--- src/common/zar_regs.svh ---
// Offsets, field positions, reset values and timing counts of the output register bank.
`ifndef ZAR_REGS_SVH
`define ZAR_REGS_SVH

// Word offsets on the register port.
`define ZAR_OFS_SENSOR_STATUS 8'h23
`define ZAR_OFS_LEFT_SPEED    8'h28
`define ZAR_OFS_RIGHT_SPEED   8'h40
`define ZAR_OFS_UP_ACC_CTL    8'h68
`define ZAR_OFS_UP_RELEASE    8'h69
`define ZAR_OFS_UP_TRK_ONE    8'h84
`define ZAR_OFS_UP_TRK_TWO    8'h85
`define ZAR_OFS_DN_ACC_CTL    8'hB8
`define ZAR_OFS_DN_RELEASE    8'hB9
`define ZAR_OFS_DN_TRK_ONE    8'hD4
`define ZAR_OFS_DN_TRK_TWO    8'hD5

// Accumulation control word fields.
`define ZAR_ACC_BIT     0
`define ZAR_ADJ_UP_BIT  8
`define ZAR_ARR_CNF_BIT 9
`define ZAR_JOG_FWD_BIT 10
`define ZAR_JOG_REV_BIT 11
`define ZAR_WAKE_BIT    12

// Sensor status word fields.
`define ZAR_SNS_LEFT_BIT  4
`define ZAR_SNS_RIGHT_BIT 6
`define ZAR_HEARTBEAT_BIT 15

// Reset values.
`define ZAR_WORD_RST  16'h0000
`define ZAR_SPEED_RST 16'h0000

// Timing: clock rate, heartbeat half period and sensor settle time.
`define ZAR_CLK_KHZ         100000
`define ZAR_HB_HALF_MS      2000
`define ZAR_HB_HALF_CYC     (`ZAR_HB_HALF_MS * `ZAR_CLK_KHZ)
`define ZAR_SETTLE_MS       10
`define ZAR_SETTLE_CYC      (`ZAR_SETTLE_MS * `ZAR_CLK_KHZ)

`endif

--- src/common/zar_pkg.sv ---
// Types shared by the output register bank modules.
package zar_pkg;
  typedef logic [15:0] zar_word_t;
  typedef enum logic {ZAR_ROLLER, ZAR_GEAR} zar_motor_e;
  typedef enum logic [1:0] {ZAR_CFG_SETTLE, ZAR_CFG_CAPTURE, ZAR_CFG_DONE} zar_cfg_e;
endpackage

--- src/core/zar_sensor_norm.sv ---
// Sensor pin synchroniser with polarity chosen by automatic configuration.
`timescale 1ns/10ps
`default_nettype none
`include "zar_regs.svh"
module zar_sensor_norm
  import zar_pkg::*;
#(
  parameter int NUM    = 2,
  parameter int SETTLE = `ZAR_SETTLE_CYC
) (
  input  wire logic           i_clk,
  input  wire logic           i_arst_n,
  input  wire logic [NUM-1:0] i_pin,
  output logic      [NUM-1:0] o_blocked,
  output logic                o_cfg_done
);
  if (SETTLE < 1 || NUM < 1) begin : g_chk
    $error("zar_sensor_norm: SETTLE and NUM must be at least one");
  end

  logic [NUM-1:0] s1_q;
  logic [NUM-1:0] s2_q;
  logic [NUM-1:0] s3_q;
  logic [NUM-1:0] lvl_q;
  logic [NUM-1:0] inv_q;
  logic [31:0]    cnt_q;
  zar_cfg_e       st_q;

  // Three-stage synchroniser; the first stage feeds only the second.
  always_ff @(posedge i_clk or negedge i_arst_n) begin
    if (!i_arst_n) begin
      s1_q <= '0;
      s2_q <= '0;
      s3_q <= '0;
    end else begin
      s1_q <= i_pin;
      s2_q <= s1_q;
      s3_q <= s2_q;
    end
  end

  // A pin level counts once the second and third stages agree.
  for (genvar g = 0; g < NUM; g++) begin : g_lvl
    always_ff @(posedge i_clk or negedge i_arst_n) begin
      if (!i_arst_n) begin
        lvl_q[g] <= 1'b0;
      end else if (s2_q[g] == s3_q[g]) begin
        lvl_q[g] <= s3_q[g];
      end
    end
  end

  // Configuration waits for the sensors to settle and takes the idle level as clear.
  always_ff @(posedge i_clk or negedge i_arst_n) begin
    if (!i_arst_n) begin
      st_q  <= ZAR_CFG_SETTLE;
      cnt_q <= '0;
      inv_q <= '0;
    end else begin
      case (st_q)
        ZAR_CFG_SETTLE: begin
          cnt_q <= cnt_q + 32'd1;
          if (cnt_q == 32'(SETTLE - 1)) begin
            st_q <= ZAR_CFG_CAPTURE;
          end
        end
        ZAR_CFG_CAPTURE: begin
          inv_q <= lvl_q;
          st_q  <= ZAR_CFG_DONE;
        end
        default: begin
          st_q <= ZAR_CFG_DONE;
        end
      endcase
    end
  end

  // Blocked reads as one whatever the electrical polarity.
  always_ff @(posedge i_clk or negedge i_arst_n) begin
    if (!i_arst_n) begin
      o_blocked  <= '0;
      o_cfg_done <= 1'b0;
    end else begin
      o_cfg_done <= (st_q == ZAR_CFG_DONE);
      o_blocked  <= (st_q == ZAR_CFG_DONE) ? (lvl_q ^ inv_q) : '0;
    end
  end
endmodule
`default_nettype wire

--- src/core/zar_speed_hold.sv ---
// Speed setpoint holder with zero hold and per motor type limits.
`timescale 1ns/10ps
`default_nettype none
`include "zar_regs.svh"
module zar_speed_hold
  import zar_pkg::*;
#(
  parameter logic [15:0] ROLLER_MIN = 16'h000A,
  parameter logic [15:0] ROLLER_MAX = 16'h0BB8,
  parameter logic [15:0] GEAR_MIN   = 16'h000A,
  parameter logic [15:0] GEAR_MAX   = 16'h07D0
) (
  input  wire logic       i_clk,
  input  wire logic       i_arst_n,
  input  wire logic       i_wr,
  input  wire zar_word_t  i_data,
  input  wire zar_motor_e i_type,
  output zar_word_t       o_speed
);
  if (ROLLER_MIN > ROLLER_MAX || GEAR_MIN > GEAR_MAX || ROLLER_MIN == 16'h0000
      || GEAR_MIN == 16'h0000) begin : g_chk
    $error("zar_speed_hold: limits must be nonzero and ordered");
  end

  zar_word_t lo;
  zar_word_t hi;

  // Unit is mm/s for a roller and rpm times ten for a gear drive.
  always_comb begin
    lo = (i_type == ZAR_GEAR) ? GEAR_MIN : ROLLER_MIN;
    hi = (i_type == ZAR_GEAR) ? GEAR_MAX : ROLLER_MAX;
  end

  // Zero keeps the last nonzero setpoint; others clamp into range.
  always_ff @(posedge i_clk or negedge i_arst_n) begin
    if (!i_arst_n) begin
      o_speed <= `ZAR_SPEED_RST;
    end else if (i_wr && i_data != 16'h0000) begin
      if (i_data < lo) begin
        o_speed <= lo;
      end else if (i_data > hi) begin
        o_speed <= hi;
      end else begin
        o_speed <= i_data;
      end
    end
  end
endmodule
`default_nettype wire

--- src/core/zar_top.sv ---
// Zone accumulation output register bank with sensor status readback.
//
// Functional notes
// - Sensor status bits read one when blocked, zero when clear, any polarity.
// - Polarity inversion per sensor chosen by automatic configuration after reset.
// - Two tracking words attach to the carton held in upstream zone.
// - Two tracking words attach to the carton held in downstream zone.
// - Control word bit 0 sets or clears local zone accumulation.
// - Control word bit 8 makes the adjacent upstream zone accumulate.
// - Control word bit 9 asserts arrival confirmation toward adjacent downstream zone.
// - Bit 10 alone jogs default direction, bit 11 alone jogs opposite direction.
// - Control word bit 12 wakes the local zone from idle.
// - Speed means mm/s for roller or rpm times ten for gear drive.
// - Writing zero speed keeps the last nonzero setpoint running.
// - Accepted speed is limited to the attached motor type's range.
// - Changing release register while accumulating releases carton and rearms accumulation.
// - Left sensor status at bit 4, right sensor at bit 6.
`timescale 1ns/10ps
`default_nettype none
`include "zar_regs.svh"
module zar_top
  import zar_pkg::*;
#(
  parameter int          SETTLE_CYC = `ZAR_SETTLE_CYC,
  parameter int          HB_HALF    = `ZAR_HB_HALF_CYC,
  parameter logic [15:0] ROLLER_MIN = 16'h000A,
  parameter logic [15:0] ROLLER_MAX = 16'h0BB8,
  parameter logic [15:0] GEAR_MIN   = 16'h000A,
  parameter logic [15:0] GEAR_MAX   = 16'h07D0
) (
  input  wire logic       i_clk,
  input  wire logic       i_arst_n,
  input  wire logic       i_zone_accumulation_mode,
  input  wire logic       i_wr_en,
  input  wire logic [7:0] i_wr_addr,
  input  wire zar_word_t  i_wr_data,
  input  wire logic       i_rd_en,
  input  wire logic [7:0] i_rd_addr,
  output zar_word_t       o_rd_data,
  input  wire logic       i_left_sensor_pin,
  input  wire logic       i_right_sensor_pin,
  input  wire zar_motor_e i_left_motor_type,
  input  wire zar_motor_e i_right_motor_type,
  output zar_word_t       o_left_speed,
  output zar_word_t       o_right_speed,
  output logic [1:0]      o_zone_accum,
  output logic [1:0]      o_adj_up_accum,
  output logic [1:0]      o_arrival_confirm,
  output logic [1:0]      o_jog_fwd,
  output logic [1:0]      o_jog_rev,
  output logic [1:0]      o_wake,
  output logic [1:0]      o_release,
  output zar_word_t       o_up_trk_one,
  output zar_word_t       o_up_trk_two,
  output zar_word_t       o_dn_trk_one,
  output zar_word_t       o_dn_trk_two,
  output logic            o_cfg_done
);
  if (HB_HALF < 2) begin : g_chk
    $error("zar_top: HB_HALF must be at least two");
  end

  // Index 0 is the local upstream zone, index 1 the local downstream zone.
  localparam logic [7:0] ACC_OFS [2] = '{`ZAR_OFS_UP_ACC_CTL, `ZAR_OFS_DN_ACC_CTL};
  localparam logic [7:0] REL_OFS [2] = '{`ZAR_OFS_UP_RELEASE, `ZAR_OFS_DN_RELEASE};

  // Hit test of a write or read address against one offset, used for every register.
  function automatic logic hit(input logic [7:0] addr, input logic [7:0] ofs);
    hit = (addr == ofs);
  endfunction

  logic        wr;
  logic [1:0]  blocked;
  zar_word_t   ctl_q [2];
  zar_word_t   rel_q [2];
  logic [31:0] hb_cnt_q;
  logic        hb_q;

  // Writes count only while the module runs in zone accumulation mode.
  assign wr = i_wr_en & i_zone_accumulation_mode;

  // Sensor synchronisation and polarity normalisation.
  zar_sensor_norm #(
    .NUM    (2),
    .SETTLE (SETTLE_CYC)
  ) u_sns (
    .i_clk      (i_clk),
    .i_arst_n   (i_arst_n),
    .i_pin      ({i_right_sensor_pin, i_left_sensor_pin}),
    .o_blocked  (blocked),
    .o_cfg_done (o_cfg_done)
  );

  // Left motor speed setpoint.
  zar_speed_hold #(
    .ROLLER_MIN (ROLLER_MIN),
    .ROLLER_MAX (ROLLER_MAX),
    .GEAR_MIN   (GEAR_MIN),
    .GEAR_MAX   (GEAR_MAX)
  ) u_left_spd (
    .i_clk    (i_clk),
    .i_arst_n (i_arst_n),
    .i_wr     (wr && hit(i_wr_addr, `ZAR_OFS_LEFT_SPEED)),
    .i_data   (i_wr_data),
    .i_type   (i_left_motor_type),
    .o_speed  (o_left_speed)
  );

  // Right motor speed setpoint.
  zar_speed_hold #(
    .ROLLER_MIN (ROLLER_MIN),
    .ROLLER_MAX (ROLLER_MAX),
    .GEAR_MIN   (GEAR_MIN),
    .GEAR_MAX   (GEAR_MAX)
  ) u_right_spd (
    .i_clk    (i_clk),
    .i_arst_n (i_arst_n),
    .i_wr     (wr && hit(i_wr_addr, `ZAR_OFS_RIGHT_SPEED)),
    .i_data   (i_wr_data),
    .i_type   (i_right_motor_type),
    .o_speed  (o_right_speed)
  );

  // Tracking words of the carton held in each zone.
  always_ff @(posedge i_clk or negedge i_arst_n) begin
    if (!i_arst_n) begin
      o_up_trk_one <= `ZAR_WORD_RST;
      o_up_trk_two <= `ZAR_WORD_RST;
      o_dn_trk_one <= `ZAR_WORD_RST;
      o_dn_trk_two <= `ZAR_WORD_RST;
    end else if (wr) begin
      if (hit(i_wr_addr, `ZAR_OFS_UP_TRK_ONE)) begin
        o_up_trk_one <= i_wr_data;
      end else if (hit(i_wr_addr, `ZAR_OFS_UP_TRK_TWO)) begin
        o_up_trk_two <= i_wr_data;
      end else if (hit(i_wr_addr, `ZAR_OFS_DN_TRK_ONE)) begin
        o_dn_trk_one <= i_wr_data;
      end else if (hit(i_wr_addr, `ZAR_OFS_DN_TRK_TWO)) begin
        o_dn_trk_two <= i_wr_data;
      end
    end
  end

  // Per-zone control word, release register and decoded outputs.
  for (genvar z = 0; z < 2; z++) begin : g_zone
    // Control word store; reserved bits are kept but drive nothing.
    always_ff @(posedge i_clk or negedge i_arst_n) begin
      if (!i_arst_n) begin
        ctl_q[z] <= `ZAR_WORD_RST;
      end else if (wr && hit(i_wr_addr, ACC_OFS[z])) begin
        ctl_q[z] <= i_wr_data;
      end
    end

    // Control outputs follow the stored word one cycle after the write.
    always_ff @(posedge i_clk or negedge i_arst_n) begin
      if (!i_arst_n) begin
        o_zone_accum[z]      <= 1'b0;
        o_adj_up_accum[z]    <= 1'b0;
        o_arrival_confirm[z] <= 1'b0;
        o_wake[z]            <= 1'b0;
      end else begin
        o_zone_accum[z]      <= ctl_q[z][`ZAR_ACC_BIT];
        o_adj_up_accum[z]    <= ctl_q[z][`ZAR_ADJ_UP_BIT];
        o_arrival_confirm[z] <= ctl_q[z][`ZAR_ARR_CNF_BIT];
        o_wake[z]            <= ctl_q[z][`ZAR_WAKE_BIT];
      end
    end

    // Jog runs while its bit stands; both bits together cancel to avoid a fight.
    always_ff @(posedge i_clk or negedge i_arst_n) begin
      if (!i_arst_n) begin
        o_jog_fwd[z] <= 1'b0;
        o_jog_rev[z] <= 1'b0;
      end else begin
        o_jog_fwd[z] <= ctl_q[z][`ZAR_JOG_FWD_BIT] & ~ctl_q[z][`ZAR_JOG_REV_BIT];
        o_jog_rev[z] <= ctl_q[z][`ZAR_JOG_REV_BIT] & ~ctl_q[z][`ZAR_JOG_FWD_BIT];
      end
    end

    // A changed release value while accumulating gives a one-cycle release pulse.
    always_ff @(posedge i_clk or negedge i_arst_n) begin
      if (!i_arst_n) begin
        rel_q[z]     <= `ZAR_WORD_RST;
        o_release[z] <= 1'b0;
      end else begin
        o_release[z] <= 1'b0;
        if (wr && hit(i_wr_addr, REL_OFS[z])) begin
          rel_q[z] <= i_wr_data;
          if (ctl_q[z][`ZAR_ACC_BIT] && i_wr_data != rel_q[z]) begin
            o_release[z] <= 1'b1;
          end
        end
      end
    end
  end

  // Heartbeat toggles every half period for the status word.
  always_ff @(posedge i_clk or negedge i_arst_n) begin
    if (!i_arst_n) begin
      hb_cnt_q <= '0;
      hb_q     <= 1'b0;
    end else if (hb_cnt_q == 32'(HB_HALF - 1)) begin
      hb_cnt_q <= '0;
      hb_q     <= ~hb_q;
    end else begin
      hb_cnt_q <= hb_cnt_q + 32'd1;
    end
  end

  // Read port: only the sensor status word is readable; other addresses read zero.
  always_ff @(posedge i_clk or negedge i_arst_n) begin
    if (!i_arst_n) begin
      o_rd_data <= '0;
    end else if (i_rd_en) begin
      o_rd_data <= '0;
      if (hit(i_rd_addr, `ZAR_OFS_SENSOR_STATUS)) begin
        o_rd_data[`ZAR_SNS_LEFT_BIT]  <= blocked[0];
        o_rd_data[`ZAR_SNS_RIGHT_BIT] <= blocked[1];
        o_rd_data[`ZAR_HEARTBEAT_BIT] <= hb_q;
      end
    end
  end
endmodule
`default_nettype wire

--- config.mk ---
export PLATFORM = sky130hd
export DESIGN_NAME = zar_top
export DESIGN_NICKNAME = d
export VERILOG_FILES = /design/src/common/zar_pkg.sv /design/src/core/zar_sensor_norm.sv /design/src/core/zar_speed_hold.sv /design/src/core/zar_top.sv
export VERILOG_INCLUDE_DIRS = /design/src /design/src/common
export SDC_FILE = /design/constraint.sdc
export NUM_CORES = 1
export LEC_CHECK = 0
export ABC_AREA = 0
export BUFFER_PORTS_ARGS = -buffer_cell sky130_fd_sc_hd__buf_2
export CORE_MARGIN = 10
export CORE_UTILIZATION = 30
export DETAILED_ROUTE_END_ITERATION = 8
export GPL_TIMING_DRIVEN = 0
export PLACE_DENSITY_LB_ADDON = 0.08
export SLEW_MARGIN = 30
export SYNTH_ARGS = -nofsm -noshare
export SYNTH_HDL_FRONTEND = slang
export SYNTH_SLANG_ARGS = --single-unit
export TNS_END_PERCENT = 20
--- constraint.sdc ---
create_clock -name i_clk -period 2.3 [get_ports i_clk]
set_input_delay 0.115 -clock i_clk [delete_from_list [all_inputs] [get_ports i_clk]]
set_output_delay 0.115 -clock i_clk [all_outputs]
set_load 0.1 [all_outputs]
Word-level counts from Yosys, hierarchy flattened
Index checks and enable logic that the tools add are counted.
{"block": "word_totals", "elab_cells": 109, "ff_bits": 251, "output_inout_bits": 127}
{"block": "op_classes", "n_reduce_logical": 16, "eq_ne": 20, "magnitude_cmp": 3, "mux": 17, "n_bitwise": 14, "addsub": 2}
{"op": "$add A32 B1 Y32 const B", "count": 2}
{"op": "$mux W16", "count": 4}
{"op": "$eq A8 B8 Y1 const B", "count": 6}
{"op": "$eq A32 B20 Y1 const B", "count": 1}
{"op": "$eq A32 B28 Y1 const B", "count": 1}
{"op": "$gt A16 B12 Y1", "count": 2}
{"op": "$mux W32", "count": 1}
{"op": "$ne A16 B16 Y1", "count": 2}
{"op": "$eq A8 B7 Y1 const B", "count": 3}
{"op": "$mux W12", "count": 2}
{"op": "$eq A8 B6 Y1 const B", "count": 2}
{"op": "$lt A16 B4 Y1 const B", "count": 1}
{"op": "$reduce_bool A16 Y1", "count": 1}
{"op": "$logic_and A1 B1 Y1", "count": 10}
{"op": "$not A1 Y1", "count": 8}
{"op": "$mux W1", "count": 7}
{"op": "$mux W2", "count": 3}
{"op": "$and A1 B1 Y1", "count": 5}
{"op": "$reduce_and A5 Y1", "count": 1}
{"op": "$reduce_and A4 Y1", "count": 1}
{"op": "$reduce_and A3 Y1", "count": 1}
{"op": "$eq A1 B1 Y1", "count": 2}
{"op": "$eq A2 B1 Y1 const B", "count": 1}
{"op": "$eq A2 B2 Y1 const B", "count": 1}
{"op": "4 further kinds", "count": 4}

Logic depth before layout (Yosys ltp)
Gate-level depths: netlist of the first run.
{"block": "logic_depth", "word_depth": 4, "depth_mapped": 8, "ltp_nobuf": 7}

Hierarchy
Synthesis of the first run repeated with hierarchy kept, for this count alone.
{"block": "hier_totals", "hier_cells": 851, "area_unflattened_um2": 10588.9}
{"module": "zar_top", "seq_area_each_um2": 3953.8, "area_each_um2": 6825.3, "n_inst": 1, "cells_per_inst": 510}
{"module": "zar_sensor_norm", "seq_area_each_um2": 1176.1, "area_each_um2": 2062.0, "n_inst": 1, "cells_per_inst": 167}
{"module": "zar_speed_hold", "seq_area_each_um2": 400.4, "area_each_um2": 850.8, "n_inst": 2, "cells_per_inst": 87}

Worst setup path after synthesis of the first run
No wires, ideal clock.
{"block": "synth_path", "path_kind": "register to register", "from": "reg hb_cnt_q[0]", "to": "reg hb_cnt_q[16]", "n_path_buf": 1, "t_required_ns": 2.168, "path_slack_ns": 0.454, "setup_ns": 0.132, "path_stages_with_launch": 8, "arrival_ns": 1.714, "path_cell_list": "dfrtp_1 ha_1 nand2_1 nor2_1 nand2_1 nor3_2 clkbuf_1 nor2_1"}
{"block": "synth_between", "elab_chain_cells": 2, "elab_cells_between_ends": 3, "cone_classes": "add/sub (1); eq/ne (1); mux (1)"}
{"element": "from (decl)", "line_no": "zar_top.sv:76", "text": "logic [31:0] hb_cnt_q;"}
{"element": "from (signal assigned)", "line_no": "zar_top.sv:207", "text": "hb_cnt_q <= hb_cnt_q + 32'd1;"}
{"element": "$add A32 B1 Y32 or $eq A32 B28 Y1 (tied branches)", "line_no": "zar_top.sv:207, zar_top.sv:203"}
{"element": "$mux W32 (*)", "line_no": "zar_top.sv:203", "text": "end else if (hb_cnt_q == 32'(HB_HALF - 1)) begin"}
Mark *: on every way between the ends. The rest lies on a longest branch, timed or not.
A chain may end at the register's enable or synchronous reset.

Final worst setup path of the first run
{"block": "layout_path", "from": "in i_right_motor_type", "to": "reg u_right_spd.o_speed[3]"}
{"block": "layout_between", "elab_chain_cells": 4}
{"element": "from (decl)", "line_no": "zar_top.sv:43", "text": "input wire zar_motor_e i_right_motor_type,"}
{"element": "$mux W12 (*)", "line_no": "zar_speed_hold.sv:31", "text": "hi = (i_type == ZAR_GEAR) ? GEAR_MAX : ROLLER_MAX;"}
{"element": "$gt A16 B12 Y1", "line_no": "zar_speed_hold.sv:41", "text": "end else if (i_data > hi) begin"}
{"element": "$mux W16 (*)", "line_no": "zar_speed_hold.sv:41"}
{"element": "$mux W16 (*)", "line_no": "zar_speed_hold.sv:39", "text": "if (i_data < lo) begin"}
{"element": "to (signal assigned)", "line_no": "zar_speed_hold.sv:40", "text": "o_speed <= lo;"}
{"element": "to (signal assigned)", "line_no": "zar_speed_hold.sv:42", "text": "o_speed <= hi;"}
{"element": "to (signal assigned)", "line_no": "zar_speed_hold.sv:44", "text": "o_speed <= i_data;"}
{"element": "to (decl)", "line_no": "zar_speed_hold.sv:18", "text": "output zar_word_t o_speed"}
Marks and branches as above.

==> results_dict.tcl, run 1 <==
set metrics [dict create \
    status "finished, final reports clean" \
    synthTopCellsByCount "dfrtp_1, mux2_2, nand2_1" \
    tightest_slew_ps 945 \
    grt_pass1_vias 7364 \
    clock_sinks 237 \
    swShare_pct 26.8 \
    die-area_mm2 0.0419 \
    multi_input_area_mm2 0.00406 \
    h-tree-depth 1 \
    drive_above_1_share_pct 31.5 \
    max_cap_violations 0 \
    core_area_mm2 0.0336 \
    synthArstFlopShare_pct 100 \
    grtUsageMet2_pct 21.4 \
    arrival_ps 2530 \
    ys.flop_type "dfrtp_1" \
    p_int_w 0.00705 \
    die_w_um 205 \
    grt_pass1_wl_um 44200 \
    setup_tns_ps 0 \
    path_clk_slew_ps 60 \
    grt_max_degree 78 \
    synth_seq_cells 237 \
    cts_tree "done" \
    firstDrtPassIters 4 \
    drtIter0Drc 329 \
    crit_type "input pin to register" \
    crit_fanout 10 \
    ant_nets 0 \
    finalCritPeriodShare_pct 91.3 \
    drt_wl_total_um 28000 \
    fin_worst_skew_ps 13.6 \
    area_delta_synth_final_pct 25.1 \
    start_kind "input pin" \
    grt_remaining_overflow 0 \
    synth_cell_types 54 \
    syn_area_per_cell_um2 12.1 \
    leakage_nw 6.50 \
    preCtsSetupSlack_ps -164 \
    yosysSeqAreaShare_pct 58.0 \
    cp.required_ps 2730 \
    grt_setup_unrepaired "no" \
    gp_congestion 0.742 \
    die_h_um 205 \
    cts_root_buf "clkbuf_16" \
    dp_hpwl_um 19800 \
    viasPerCell 4.57 \
    synth_top_area_share_pct 58.0 \
    slew_viol_final 0 \
    p_clk_share_pct 45.4 \
    cts_buffer_depth 3 \
    finalHoldViolations 0 \
    layout_setup_ws_ps 200 \
    synth_area_leaders "dfrtp_1, mux2_2, xor2_1" \
    end_kind "register" \
    placementRows 67 \
    irDropWorstVdd_mv 0.547 \
    numCtsBuffers 29 \
    maxSlewHeadroom_pct 36.5 \
    synthesis.area_mm2 0.0102 \
    switchingPower_w 0.00258 \
    nFillCells 3385 \
    ioPinCount 168 \
    regArea_mm2 0.00593 \
    synthCells 845 \
    yosysWarnings 0 \
    top_usage_layer "met2" \
    grt.total_usage_pct 13.3 \
    power_frac_seq_pct 44.6 \
    combPwrFrac_pct 10.0 \
    grt_use_met3_pct 2.59 \
    yosysTopAreaCell "dfrtp_1" \
    max_clock_freq_ghz 0.476 \
    hold_path_class "input pin to async pin" \
    wl_per_cell_um 18.4 \
    numPortBuffers 150 \
    fin_nets 1108 \
    start_util_pct 30.4 \
    period_minus_slack_ps 2100 \
    yosysMostFrequentCell "dfrtp_1" \
    synth-edff-count 0 \
    via_count 6966 \
    finalSetupViolCount 0 \
    drc 0 \
    antenna_found_initial 1 \
    clock_latency_ps 540 \
    power.density_mw_per_mm2 753 \
    met1_usage_pct 18.1 \
]
[layout by cell type (no fill, tap or decap), types with 20 or more instances in the layout]
cell	netlist	final
dfrtp_1	237	237
buf_2	9	158
mux2_2	92	92
nand2_1	66	66
xor2_1	62	62
nor2_1	44	44
xnor2_1	34	34
nand3_1	31	31
nand4_1	30	30
clkbuf_16	0	29
o21ai_0	24	24
clkbuf_1	22	23
inv_1	20	20
[repair_timing]
item | in CTS | in global routing
resized for setup | 4 | 4
pin swaps | 0 | 2
endpoints found under the hold margin | 126 | 0
hold buffers | 11 | 0
endpoints found under the setup margin | 13 | 28
buffers inserted | 0 | 3
[power by group through the flow]
stage	combinational, W	clock, W	sequential, W
after global placement	0.000945	0	0.00437
after floorplan	0.000289	0	0.00473
final	0.000962	0.00437	0.00430
after CTS	0.000980	0.00454	0.00430
after global routing	0.00103	0.00471	0.00430
after detailed placement	0.000966	0	0.00437
[cell type report]
cell class | count | share of cell area (%)
timing repair buffer | 167 | 7.72
buffer | 48 | 2.05
sequential | 237 | 46.3
inverter | 20 | 0.587
clock inverter | 13 | 0.772
multi-input combinational | 552 | 31.7
clock buffer | 38 | 6.40
tap | 448 | 4.38
antenna | 1 | 0.0196
[flip-flops by register name, indices dropped and copies added, names as in the netlist, 3 cells and up]
register and cells:
ctl_q 12, hb_cnt_q 32, o_dn_trk_one 16, o_dn_trk_two 16, o_rd_data 3, o_up_trk_one 16, o_up_trk_two 16, rel_q 32
u_left_spd.o_speed 16, u_right_spd.o_speed 16, u_sns.cnt_q 32
[critical path: stages]
cell	delay, ps
dlygate4sd3_1	520
buf_2	170
inv_1	100
ha_1	300
nand4_1	120
o22ai_1	220
a21o_1	150
clkbuf_1	400
nand4_1	260
o311a_1	190
[per-stage QoR]
stage,total power (W),hold slack (ps),instances,area [um2],util [%]
floorplan,0.00502,-181,857,10300,-
global placement,0.00532,225,1455,11600,34.5
detailed placement,0.00534,-3.60,1458,11700,34.7
CTS,0.00981,14.9,1520,12700,37.9
global route,0.0100,34.3,1524,12800,38.1
finish,0.00963,35.7,1524,12800,38.1
[logic make-up (layout without fill, tap and decap cells)]
logic type / Yosys count / in the layout / synth area share (%)
AO/OA/AOI/OAI: 68 / 68 / 4.09
AND/OR/NAND/NOR: 266 / 266 / 14.3
XOR/XNOR: 96 / 96 / 8.22
flip-flops: 237 / 237 / 58.0
multiplexers: 95 / 95 / 10.5
adder cells (fa/ha/maj): 14 / 14 / 1.66
other: 1 / 14 / 0.0367
buffers and inverters: 68 / 286 / 3.28
[path summary, 6_finish.rpt]
| path | end | cells after the start | startpoint | slack (ps) |
|---|---|---|---|---|
| max | u_right_spd.o_speed[3]$_DFFE_PN0P_ | 10 | i_right_motor_type | 200 |
| min | u_sns.cnt_q[0]$_DFFE_PN0P_ | 2 | i_arst_n | 40 |
| max reg2reg | hb_cnt_q[28]$_DFF_PN0_ | 6 | hb_cnt_q[0]$_DFF_PN0_ | 270 |
| min reg2reg | u_sns.s2_q[0]$_DFF_PN0_ | 0 | u_sns.s1_q[0]$_DFF_PN0_ | 350 |
| max in group asynchronous | o_up_trk_two[5]$_DFFE_PN0P_ | 4 | i_arst_n | 1220 |
| min in group i_clk | u_right_spd.o_speed[11]$_DFFE_PN0P_ | 5 | i_wr_addr[2] | 90 |
[metal layers]
layer / vias to the layer above / wire length (um)
met5: - / 0
met4: 0 / 612
met3: 35 / 1310
met2: 125 / 13000
met1: 3452 / 13000
li1: 3354 / -
Power figures use the tool's default switching activity.
==> inputs of run 2 (changes only) <==
--- a/config.mk
+++ b/config.mk
@@ -10,9 +10,11 @@
 export BUFFER_PORTS_ARGS = -buffer_cell sky130_fd_sc_hd__buf_2
 export CORE_MARGIN = 10
 export CORE_UTILIZATION = 30
+export CTS_BUF_LIST = sky130_fd_sc_hd__clkbuf_8
 export DETAILED_ROUTE_END_ITERATION = 8
 export GPL_TIMING_DRIVEN = 0
 export PLACE_DENSITY_LB_ADDON = 0.08
+export RECOVER_POWER = 25
 export SLEW_MARGIN = 30
 export SYNTH_ARGS = -nofsm -noshare
 export SYNTH_HDL_FRONTEND = slang
==> run 2 against run 1 <==
Against the previous run:
- final area shrank 0.78%
- largest cell class unchanged
- fmax fell by 0.69%
- utilization down 0.30 points
- critical endpoint unchanged
- count of clock-buffer cells in the layout up 14
==> results_dict.tcl, run 2 (synthesis results as in run 1) <==
set metrics [dict create \
    switchingPower_w 0.00250 \
    dp_hpwl_um 19800 \
    grt_pass1_wl_um 44500 \
    status "finished, final reports clean" \
    path_cells "dlygate4sd3_1 > buf_2 > inv_1 > ha_1 > nand4_1 > o22ai_1 > a21o_1 > clkbuf_1 > nand4_1 > o311a_1" \
    wl_per_cell_um 18.2 \
    p_clk_share_pct 41.4 \
    final_core_util_pct 37.8 \
    max_clock_freq_ghz 0.473 \
    grt.total_usage_pct 13.5 \
    crit_type "input pin to register" \
    cts_buffer_depth 3 \
    ff2ff_setup_slack_ps 280 \
    timing.rr.start "hb_cnt_q[0]$_DFF_PN0_" \
    grt_max_degree 78 \
    fin_area_mm2 0.0127 \
    hold_ws_ps 93.7 \
    drtIter0Drc 320 \
    power.density_mw_per_mm2 707 \
    leakage_nw 6.52 \
    drc 0 \
    numCtsBuffers 44 \
    power_w 0.00898 \
    numPortBuffers 150 \
    cp_slowest_stage_delay_ps 520 \
    viasPerCell 4.55 \
    cp_slowest_cell "dlygate4sd3_1" \
    power_frac_seq_pct 47.9 \
    start_util_pct 30.4 \
    crit_fanout 10 \
    mostFrequentLayoutCell "dfrtp_1" \
    endpoint "u_right_spd.o_speed[3]$_DFFE_PN0P_" \
    finalCritPeriodShare_pct 91.9 \
    slew_viol_final 0 \
    path_clk_slew_ps 60 \
    clock_latency_ps 540 \
    h-tree-depth 2 \
    start_kind "input pin" \
    maxSlewHeadroom_pct 21.0 \
    post_dp_cell_area_mm2 0.0117 \
    die-area_mm2 0.0419 \
    period_minus_slack_ps 2110 \
    crit_cells 10 \
    grt_setup_unrepaired "no" \
    p_int_w 0.00648 \
    max_cap_violations 0 \
    fin_worst_skew_ps 18.5 \
    die_h_um 205 \
    finalHoldViolations 0 \
    drt_wl_total_um 28200 \
    grt_pass1_vias 7556 \
    cpLargestDelayFamily "buffers and inverters" \
    cts_tree "done" \
    crit_start "i_right_motor_type" \
    grt_remaining_overflow 0 \
    antenna_found_initial 1 \
    via_count 7053 \
    gp_congestion 0.742 \
    fin_nets 1125 \
    end_kind "register" \
    r2r_end "hb_cnt_q[28]$_DFF_PN0_" \
    clock_sinks 237 \
    placementRows 67 \
    crit_path_frequent_cell "nand4_1" \
    swShare_pct 27.9 \
    arrival_ps 2540 \
    ioPinCount 168 \
    layout_common_cells "dfrtp_1, buf_2, mux2_2, nand2_1, xor2_1" \
    area_delta_synth_final_pct 24.1 \
    irDropWorstVdd_mv 0.407 \
    drive_above_1_share_pct 31.1 \
    finalSetupViolCount 0 \
    hold_path_class "input pin to register" \
    firstDrtPassIters 4 \
    reg_top3 "hb_cnt_q x32, rel_q x32, u_sns.cnt_q x32" \
    core_area_mm2 0.0336 \
    combPwrFrac_pct 10.7 \
    tightest_slew_ps 1180 \
    cp.required_ps 2730 \
    cts_root_buf "clkbuf_8" \
    die_w_um 205 \
    rr_worst_depth 6 \
    ant_nets 0 \
    crit_buf_inv 4 \
]
## run 2: tightest hold or removal path, delay by kind of cell
kind	cells	cell delay (ps)
AOI/OAI and AO/OA	2	230
and+or+nand+nor	2	150
buffers and inverters	1	100
## run 2: per-stage QoR
step | setup WS [ps] | TNS (ps) | cells
after global placement | -3590 | -847840 | 1455
after global routing | 75.5 | 0 | 1549
after CTS | 88.1 | 0 | 1545
after detailed placement | -164 | -3180 | 1458
after floorplan | 454 | 0 | 857
final | 185 | 0 | 1549
## run 2: repair_timing
action,CTS,global route
endpoints found under the hold margin,126,0
gates resized for setup,4,4
setup endpoints to repair,12,30
hold buffers,13,0
pin swaps,0,2
buffers inserted,0,3
## run 2: layout make-up
class	instances	area, um2
sequential	237	5930
multi-input combinational	552	4050
tap	448	561
buffer	48	263
clock buffer	52	716
antenna	1	2.50
timing repair buffer	169	1000
fill	3417	20900
inverter	20	75.1
clock inverter	22	91.3
## run 2: worst min-delay path by stage
| stage | start | end | slack (ps) | cells after the start |
|---|---|---|---|---|
| floorplan | i_arst_n | ctl_q[0]$_DFFE_PN0P_ | -180 | 0 |
| global placement | i_right_sensor_pin | u_sns.s1_q[1]$_DFF_PN0_ | 220 | 1 |
| detailed placement | i_arst_n | u_sns.cnt_q[0]$_DFFE_PN0P_ | -4 | 1 |
| CTS | i_wr_addr[5] | u_right_spd.o_speed[11]$_DFFE_PN0P_ | 60 | 5 |
| global route | i_wr_data[13] | rel_q[13]$_DFFE_PN0P_ | 80 | 2 |
| finish | i_wr_addr[5] | u_right_spd.o_speed[11]$_DFFE_PN0P_ | 90 | 5 |
## run 2: power groups by stage
stage	Combinational [W]	Sequential [W]	Clock, W
floorplan	0.000289	0.00473	0
global placement	0.000945	0.00437	0
detailed placement	0.000966	0.00437	0
CTS	0.000984	0.00430	0.00391
global route	0.00103	0.00431	0.00411
finish	0.000965	0.00430	0.00372
## run 2: per-layer routing
layer / share of wire, % / track usage, % / routed length [um] / vias up
met5: 0 / 0 / 0 / -
met4: 1.7 / 3.70 / 491 / 0
met3: 5.6 / 3.08 / 1580 / 37
met2: 47 / 21.6 / 13300 / 152
met1: 45 / 18.0 / 12800 / 3478
li1: - / - / - / 3386
